### config.mk
export PLATFORM = sky130hd
export DESIGN_NAME = fsi_irq_core
export DESIGN_NICKNAME = d
export VERILOG_FILES = /design/src/shared/fsi_pkg.sv /design/src/logic/fsi_addr_decode.sv /design/src/logic/fsi_pending_bit.sv /design/src/logic/fsi_irq_core.sv
export VERILOG_INCLUDE_DIRS = /design/src /design/src/shared
export SDC_FILE = /design/constraint.sdc
export NUM_CORES = 1
export LEC_CHECK = 0
export BUFFER_PORTS_ARGS = -buffer_cell sky130_fd_sc_hd__buf_2
export CAP_MARGIN = 20
export CORE_MARGIN = 1
export CORE_UTILIZATION = 49
export CTS_CLUSTER_DIAMETER = 200
export DETAILED_ROUTE_END_ITERATION = 7
export HOLD_SLACK_MARGIN = 0.1
export PLACE_DENSITY = 0.83
export SLEW_MARGIN = 40
export SYNTH_ARGS = -nofsm -noshare
export SYNTH_HDL_FRONTEND = slang
export SYNTH_SLANG_ARGS = --single-unit
### constraint.sdc
create_clock -name ref_clk -period 2.8 [get_ports ref_clk]
set_clock_uncertainty 0.05 [all_clocks]
set_input_delay 0.56 -clock ref_clk [delete_from_list [all_inputs] [get_ports ref_clk]]
set_output_delay 0.56 -clock ref_clk [all_outputs]
set_load 0.05 [all_outputs]
### src/shared/fsi_defines.svh
// Purpose: offsets, field positions and reset values of the fiber irq block
// Assumes: 16-bit management registers, word indexed
// Notes:   included by the package, the decoder, the core and the bench, but not by the pending flag
`ifndef FSI_DEFINES_SVH
`define FSI_DEFINES_SVH

`define FSI_ADDR_W          12
`define FSI_DATA_W          16
`define FSI_NUM_EVENTS      10
`define FSI_OFS_ENABLE      12'hC18
`define FSI_OFS_STATUS      12'hC19
`define FSI_ENABLE_RESET    16'h03FF
`define FSI_STATUS_RESET    16'h0000
`define FSI_RESERVED_MASK   16'hFC00
`define FSI_BIT_BASE_PAGE   0
`define FSI_BIT_NEXT_PAGE   1
`define FSI_BIT_PRIO_FAIL   2
`define FSI_BIT_REM_FAULT   3
`define FSI_BIT_LINK_CHG    4
`define FSI_BIT_RX_EMPTY    5
`define FSI_BIT_RX_FULL     6
`define FSI_BIT_TX_EMPTY    7
`define FSI_BIT_TX_FULL     8
`define FSI_BIT_FAR_FAULT   9

`endif

### src/shared/fsi_pkg.sv
// Purpose: types shared by the fiber irq block
// Assumes: fsi_defines.svh holds every number
// Notes:   event vector bit order matches the register layout
`include "fsi_defines.svh"

package fsi_pkg;

  typedef logic [`FSI_NUM_EVENTS-1:0] fsi_events_t;

  // one management access, as seen by the slave
  typedef struct packed {
    logic [`FSI_ADDR_W-1:0] addr;
    logic [`FSI_DATA_W-1:0] wdata;
    logic                   wr;
    logic                   rd;
  } fsi_req_t;

  typedef enum logic [1:0] {
    FSI_SEL_NONE,
    FSI_SEL_ENABLE,
    FSI_SEL_STATUS
  } fsi_sel_t;

endpackage

### src/logic/fsi_addr_decode.sv
// Purpose: decodes a management address into a register select
// Assumes: addresses are word indices
// Notes:   unmapped addresses yield FSI_SEL_NONE
`timescale 1ns/1ps
`include "fsi_defines.svh"

module fsi_addr_decode
  import fsi_pkg::*;
(
  input  wire logic [`FSI_ADDR_W-1:0] addr,
  output fsi_sel_t                    sel
);

  // plain compare, no partial decode, so aliases never answer
  always_comb begin
    case (addr)
      `FSI_OFS_ENABLE: sel = FSI_SEL_ENABLE;
      `FSI_OFS_STATUS: sel = FSI_SEL_STATUS;
      default:         sel = FSI_SEL_NONE;
    endcase
  end

endmodule

### src/logic/fsi_pending_bit.sv
// Purpose: one sticky pending flag with clear-on-read
// Assumes: event and clear are on ref_clk
// Notes:   an event beside a clear keeps the flag set
`timescale 1ns/1ps

module fsi_pending_bit (
  input  wire logic ref_clk,
  input  wire logic resetn,
  input  wire logic eventIn,
  input  wire logic clearIn,
  output logic      pending_q
);

  // set wins over clear so no event is lost
  always_ff @(posedge ref_clk or negedge resetn) begin
    if (!resetn) begin
      pending_q <= 1'b0;
    end else if (eventIn) begin
      pending_q <= 1'b1;
    end else if (clearIn) begin
      pending_q <= 1'b0;
    end
  end

endmodule

### src/logic/fsi_irq_core.sv
// Purpose: enable and pending status for ten fiber/sgmii side events
// Assumes: event inputs are one-cycle pulses on ref_clk; single clock
// Notes:   read data appear in the cycle after the read strobe only
`timescale 1ns/1ps
`include "fsi_defines.svh"

module fsi_irq_core
  import fsi_pkg::*;
#(
  parameter int NUM_EVENTS = `FSI_NUM_EVENTS
) (
  input  wire logic                   ref_clk,
  input  wire logic                   resetn,
  input  wire logic [`FSI_ADDR_W-1:0] regAddr,
  input  wire logic [`FSI_DATA_W-1:0] regWdata,
  input  wire logic                   regWr,
  input  wire logic                   regRd,
  output logic      [`FSI_DATA_W-1:0] regRdata,
  input  wire logic                   far_end_fault,
  input  wire logic                   txFifoFull,
  input  wire logic                   txFifoEmpty,
  input  wire logic                   rxFifoFull,
  input  wire logic                   rxFifoEmpty,
  input  wire logic                   linkChange,
  input  wire logic                   partnerRemoteFault,
  input  wire logic                   priorityResolutionFail,
  input  wire logic                   partnerNextPage,
  input  wire logic                   partnerBasePage,
  output logic                        irqOut
);

  fsi_req_t                 req;
  fsi_sel_t                 sel;
  fsi_events_t              events;
  fsi_events_t              pending;
  logic [NUM_EVENTS-1:0]    enable_q;
  logic [`FSI_DATA_W-1:0]   regRdata_q;
  logic [`FSI_DATA_W-1:0]   regRdata_d;
  logic                     statusRead;
  logic                     enableWrite;

  // bundle the bus lines into one carrier; the decoder takes only its addr field
  assign req = '{addr: regAddr, wdata: regWdata, wr: regWr, rd: regRd};

  fsi_addr_decode u_decode (
    .addr (req.addr),
    .sel  (sel)
  );

  assign statusRead  = req.rd && (sel == FSI_SEL_STATUS);
  assign enableWrite = req.wr && (sel == FSI_SEL_ENABLE);

  // gather events in register bit order
  always_comb begin
    events                           = '0;
    events[`FSI_BIT_FAR_FAULT]       = far_end_fault;
    events[`FSI_BIT_TX_FULL]         = txFifoFull;
    events[`FSI_BIT_TX_EMPTY]        = txFifoEmpty;
    events[`FSI_BIT_RX_FULL]         = rxFifoFull;
    events[`FSI_BIT_RX_EMPTY]        = rxFifoEmpty;
    events[`FSI_BIT_LINK_CHG]        = linkChange;
    events[`FSI_BIT_REM_FAULT]       = partnerRemoteFault;
    events[`FSI_BIT_PRIO_FAIL]       = priorityResolutionFail;
    events[`FSI_BIT_NEXT_PAGE]       = partnerNextPage;
    events[`FSI_BIT_BASE_PAGE]       = partnerBasePage;
  end

  // enable register; reserved upper bits are not stored at all
  always_ff @(posedge ref_clk or negedge resetn) begin
    if (!resetn) begin
      enable_q <= NUM_EVENTS'(`FSI_ENABLE_RESET);
    end else if (enableWrite) begin
      enable_q <= regWdata[NUM_EVENTS-1:0];
    end
  end

  // one sticky flag per event; pending is recorded even when masked
  genvar gi;
  generate
    for (gi = 0; gi < NUM_EVENTS; gi++) begin : g_pend
      fsi_pending_bit u_pend (
        .ref_clk   (ref_clk),
        .resetn    (resetn),
        .eventIn   (events[gi]),
        .clearIn   (statusRead),
        .pending_q (pending[gi])
      );
    end
  endgenerate

  // read mux; unmapped and reserved bits read zero
  always_comb begin
    regRdata_d = '0;
    if (req.rd) begin
      case (sel)
        FSI_SEL_ENABLE: regRdata_d[NUM_EVENTS-1:0] = enable_q;
        FSI_SEL_STATUS: regRdata_d[NUM_EVENTS-1:0] = pending;
        default:        regRdata_d = '0;
      endcase
    end
  end

  // data stand one cycle then drop to zero
  always_ff @(posedge ref_clk or negedge resetn) begin
    if (!resetn) begin
      regRdata_q <= `FSI_STATUS_RESET;
    end else begin
      regRdata_q <= regRdata_d;
    end
  end
  assign regRdata = regRdata_q;

  // level output, combinational so it drops the cycle a clear lands
  assign irqOut = |(pending & enable_q);
endmodule

==> metrics.md, run 1 <==
| Metric | Value |
|---|---|
| Synth area leader | `dfrtp_1` |
| Nets@finish | `195` |
| Reg clk slew, reported paths | `0.10 ns` |
| Antenna violations before repair | `0` |
| Synth top area cells | `dfrtp_1, dfstp_2, mux2_2, a22oi_1, a21o_1` |
| CP Launch Type | `primary input` |
| CTS buffer count | `5` |
| Most frequent cells in the layout | `buf_2, dfrtp_1, a22oi_1` |
| Worst setup path class | `in -> reg` |
| Crit Path Max Fanout | `10` |
| ANT cells | `0` |
| Fin cells | `182` |
| HPWL after detailed placement | `1908 um` |
| Overflow after GRT | `0` |
| Register Area | `763.2 sq um` |
| Syn_area_per_cell | `12.94 sq um` |
| Top Ports | `59` |
| Slew @ Worst Pin | `0.6304 ns` |
| Synthesized flop and latch total | `30` |
| Synth Area in Compound Gates | `14.84%` |
| R2r endpoint | `regRdata[1]` |
| Post-CTS Setup Bufs | `0` |
| Post-route setup TNS | `0 ns` |
| Clock Tree Root | `clkbuf_4` |
| Required @ worst endpoint | `2.98 ns` |
| PwrDens | `503.6 mW/mm^2` |
| Placed Cells incl. Taps | `174` |
| Register area share after synthesis | `59.57%` |
| Fraction of layout cells with a size suffix above 1 | `51.97%` |
| CTS tree | `built` |
| Simple-Gate Fraction of Synth Area | `10.16%` |
| Critical Path End Type | `flip-flop` |
| Max rail drop VDD | `0.4258 mV` |
| GRT Total Usage | `21.82%` |
| Remaining DRCs | `1` |
| Chip height | `53.14 um` |
| Hold_buf cts | `0` |
| Vias in the first global route | `944` |
| Avg WL per Cell | `14.14 um` |
| Commonest non-fill, non-tap cell in the layout | `buf_2` |
| DRT iter0 DRCs | `24` |
| Row count | `18` |
| Max_cap viols | `0` |
| Synth Instances | `99` |
| Leak | `0.7458 nW` |
| Die extent in x | `53.14 um` |
| Adder-cell share of the synthesized area | `1.953%` |
| Area Growth Syn to Fin | `25.88%` |
| Routed vias | `976` |
| CP delay by family, top | `simple AND/OR/NAND/NOR gates` |
| Hold WS | `0.1859 ns` |
| Max Freq | `0.4280 GHz` |
| CORE AREA | `0.002477 sq mm` |
| Mux cell area share after synthesis | `8.789%` |
| Hold Path Class | `in -> async` |
| Synth top area share | `39.06%` |
| Clock sink total | `30` |
| Slack of the worst reg-to-reg path | `1.89 ns` |
| FF-to-FF path depth | `2` |
| Die Area | `0.002823 sq mm` |
| Clock Latency Late Sink | `0.33 ns` |
| Core Util, Final | `65.10%` |
| Routed Antenna Nets | `0` |
| IO Port Bufs | `46` |
| Post-layout minimum cycle time | `2.336 ns` |
| Gpl congestion | `0.7856` |
| Slew HR | `57.97%` |
| Total power | `812.2 uW` |
| Post-Syn Area | `0.001281 sq mm` |
| CP max stage delay | `0.54 ns` |
| Worst r2r src | `g_pend[1].u_pend.pending_q` |
| First-pass GRT wire length | `4140 um` |
| Hold Violations, Final | `0` |
| Post-Synth XOR/XNOR Area | `0%` |
| Status | `finished, violations left` |
| Largest family of logic cells by synthesized area | `compound AO/OA/AOI/OAI gates` |
| Ys Warns | `0` |
| Arr. time, crit path | `2.51 ns` |
| RSZ-0062 raised after global routing | `false` |
| CTS Buffer Depth | `2` |
| Routed vias/inst | `5.363` |
| H-tree levels | `2` |
| Multi-input logic area | `480.5 sq um` |
| Detailed Route WL | `2574 um` |
| Final slew viol count | `0` |
| Yosys cell types | `20` |
| # setup viols final | `0` |
| Final period util | `83.44%` |
| DRT Pass-1 Iters | `8` |
| Largest net degree at the start of global routing | `31` |
| # resized after CTS | `0` |
| Critical path, cell by cell | `buf_2, or4b_4, nor4_4, and2_1, ha_1, nand2_1, a21o_1` |
| Critical Path Slowest Stage Cell | `or4b_4` |
| Worst Path Buf+Inv | `1` |
| Fillcell total | `195` |
| Initial Util | `51.72%` |
| Failing checks | `DRC` |
-- registers in the layout, indices dropped and copies added (netlist names) --
name                     count
enable_q                    10
g_pend.u_pend.pending_q     10
regRdata                    10
-- cell families after synthesis --
kind of cell | after synthesis
DFF | 30
AOI/OAI and AO/OA | 25
and+or+nand+nor | 22
muxes | 10
buffers and inverters | 9
adders and majority gates | 2
other | 1
-- synthesized netlist by cell type, drive strengths merged --
cell / count
or4b: 2
dfstp: 10
a22oi: 13
mux2: 10
a221oi: 1
a22o: 1
conb: 1
clkbuf: 3
a21o: 10
and2b: 1
nand2: 4
nand4: 1
nor2: 10
dfrtp: 20
ha: 2
nor4: 1
buf: 6
nand2b: 2
and2: 1
-- through the flow --
| step | area (sq um) | setup WS [ns] |
|---|---|---|
| floorplan | 1300 | 0.4021 |
| global placement | 1534 | 0.1555 |
| detailed placement | 1534 | 0.09067 |
| CTS | 1613 | 0.4477 |
| global route | 1613 | 0.3001 |
| finish | 1613 | 0.4636 |
-- final cells by class --
| cell class | count | share of cell area [%] |
|---|---|---|
| sequential | 30 | 47.32 |
| multi-input combinational | 65 | 29.79 |
| timing repair buffer | 49 | 15.67 |
| clock buffer | 8 | 4.887 |
| tap | 30 | 2.327 |
-- layer usage --
metal	track usage [%]	part of all wire (%)
met2	34.60	51
met3	9.483	8.2
met5	0	0
met1	24.45	39
met4	11.84	1.5
-- power breakdown --
group          leakage [nW]  internal [mW]  switching, mW  total, mW
combinational         0.371         0.0204         0.0375     0.0579
sequential            0.330          0.435       0.000523      0.435
clock                0.0446          0.171          0.148      0.319
-- how the worst max path moves through the flow --
| stage | from | depth (start not counted) | end | slack [ns] |
|---|---|---|---|---|
| 6_report | regAddr[2] | 7 | g_pend[9].u_pend.pending_q | 0.46 |
| 5_1_grt | regAddr[2] | 7 | g_pend[7].u_pend.pending_q | 0.30 |
| 4_1_cts | regAddr[2] | 7 | g_pend[9].u_pend.pending_q | 0.45 |
| 3_5_place_dp | regAddr[2] | 7 | g_pend[7].u_pend.pending_q | 0.09 |
| 3_3_place_gp | regAddr[2] | 7 | g_pend[0].u_pend.pending_q | 0.16 |
| 2_1_floorplan | regAddr[2] | 6 | enable_q[0] | 0.40 |
Power figures use the tool's default switching activity.
==> run 2, diff against run 1 <==
- CORE_UTILIZATION: 49 -> 45
- PLACE_DENSITY: 0.83 -> 0.77
- clock period: 2.8 -> 2.4 ns (I/O delays scaled with it)
==> metrics.md, run 2 (synthesis gave the netlist of run 1 again) <==
| Metric | Value |
|---|---|
| Slack of the worst reg-to-reg path | `1.55 ns` |
| Hold_buf cts | `0` |
| Required @ worst endpoint | `2.60 ns` |
| GRT Total Usage | `18.86%` |
| CTS tree | `built` |
| Antenna violations before repair | `0` |
| Int Pwr | `647.4 uW` |
| Worst Slack Setup Final | `0.2460 ns` |
| Psw | `202.5 uW` |
| H-tree levels | `2` |
| Logic pwr share | `7.9%` |
| CP delay by family, top | `simple AND/OR/NAND/NOR gates` |
| DRT iter0 DRCs | `28` |
| Leak | `0.7398 nW` |
| ANT cells | `0` |
| Routed vias/inst | `5.273` |
| Worst Path Buf+Inv | `2` |
| Reg clk slew, reported paths | `0.09 ns` |
| Die Area | `0.003065 sq mm` |
| Met2 WL | `1261 um` |
| Setup WS pre-CTS | `-0.1410 ns` |
| Remaining DRCs | `0` |
| HPWL after detailed placement | `1869 um` |
| First-pass GRT wire length | `4229 um` |
| Area Growth Syn to Fin | `25.10%` |
| IO Port Bufs | `46` |
| # resized after CTS | `0` |
| DR WL met3 | `206 um` |
| CORE AREA | `0.002590 sq mm` |
| Hold Path Class | `in -> async` |
| Nets@finish | `196` |
| Max_cap viols | `0` |
| Fraction of layout cells with a size suffix above 1 | `50.33%` |
| Chip height | `55.36 um` |
| Largest net degree at the start of global routing | `31` |
| PwrDens | `530.3 mW/mm^2` |
| Total power | `849.9 uW` |
| Slew HR | `57.65%` |
| Clock power frac | `32.4%` |
| Met1 WL | `921 um` |
| Max rail drop VDD | `0.4683 mV` |
| Crit Path Max Fanout | `10` |
| Sequential Power Share | `59.8%` |
| Most frequent cells in the layout | `buf_2, dfrtp_1, a22oi_1` |
| Routed Antenna Nets | `0` |
| Fin cells | `183` |
| CP Launch Type | `primary input` |
| Die extent in x | `55.36 um` |
| Final slew viol count | `0` |
| RSZ-0062 raised after global routing | `false` |
| Overflow after GRT | `0` |
| Hold WS | `0.1100 ns` |
| Avg WL per Cell | `13.41 um` |
| Vias in the first global route | `995` |
| Row count | `18` |
| Top cell by count, worst path | `nand2_1` |
| Commonest non-fill, non-tap cell in the layout | `buf_2` |
| Routed vias | `965` |
| Hold Violations, Final | `0` |
| CTS buffer count | `5` |
| DRT Pass-1 Iters | `4` |
| Clock sink total | `30` |
| CTS Buffer Depth | `2` |
| Placed Cells incl. Taps | `175` |
| Critical path, cell by cell | `buf_2, or4b_4, nor4_4, nand2_1, ha_1, nand2_1, buf_12, mux2_2` |
| Critical Path Slowest Stage Cell | `or4b_4` |
| Slew @ Worst Pin | `0.6352 ns` |
| Initial Util | `49.47%` |
| Clock Tree Root | `clkbuf_4` |
| CP max stage delay | `0.54 ns` |
| Gpl congestion | `0.7343` |
| Critical Path End Type | `flip-flop` |
| Arr. time, crit path | `2.36 ns` |
| Final period util | `89.75%` |
| Top sig layer | `met4` |
| Sw Ratio | `23.83%` |
| Worst setup path class | `in -> reg` |
| Detailed Route WL | `2454 um` |
| Clock Latency Late Sink | `0.33 ns` |
| Post-layout minimum cycle time | `2.154 ns` |
| Post-CTS Setup Bufs | `0` |
| # setup viols final | `0` |
| Max Freq | `0.4643 GHz` |
| Status | `completed` |
| Top Ports | `59` |
## run 2: metal layers
layer / vias up / global-route usage (%)
li1: 452 / -
met1: 454 / 18.46
met2: 53 / 32.87
met3: 6 / 8.197
met4: 0 / 10.71
met5: - / 0
## run 2: path summary, 6_finish.rpt
kind,cells after the start,to,startpoint
max,8,enable_q[4],regAddr[2]
min,1,g_pend[6].u_pend.pending_q,resetn
max reg2reg,2,regRdata[7],g_pend[7].u_pend.pending_q
min reg2reg,1,g_pend[5].u_pend.pending_q,g_pend[5].u_pend.pending_q
max in group asynchronous,1,regRdata[8],resetn
min in group ref_clk,2,g_pend[2].u_pend.pending_q,priorityResolutionFail
## run 2: stage by stage
step                area [sq um]  util (%)  TNS [ns]
finish                      1603     61.88         0
global route                1603     61.88         0
CTS                         1603     61.88         0
detailed placement          1554     60.00    -3.074
global placement            1554     60.00   -0.5247
floorplan                   1300         -         0
## run 2: power by group through the flow
| stage | Combinational [mW] | Sequential, mW | Clock [mW] |
|---|---|---|---|
| final | 0.0668 | 0.508 | 0.275 |
| after global routing | 0.0733 | 0.508 | 0.307 |
| after CTS | 0.0680 | 0.508 | 0.286 |
| after detailed placement | 0.0679 | 0.517 | 0 |
| after global placement | 0.0661 | 0.517 | 0 |
| after floorplan | 0.0361 | 0.517 | 0 |
## run 2: layout make-up
type                       count  area (sq um)
fill                         213         987.2
sequential                    30         763.2
multi-input combinational     65         480.5
timing repair buffer          50         272.8
clock buffer                   8         48.80
tap                           30         37.54
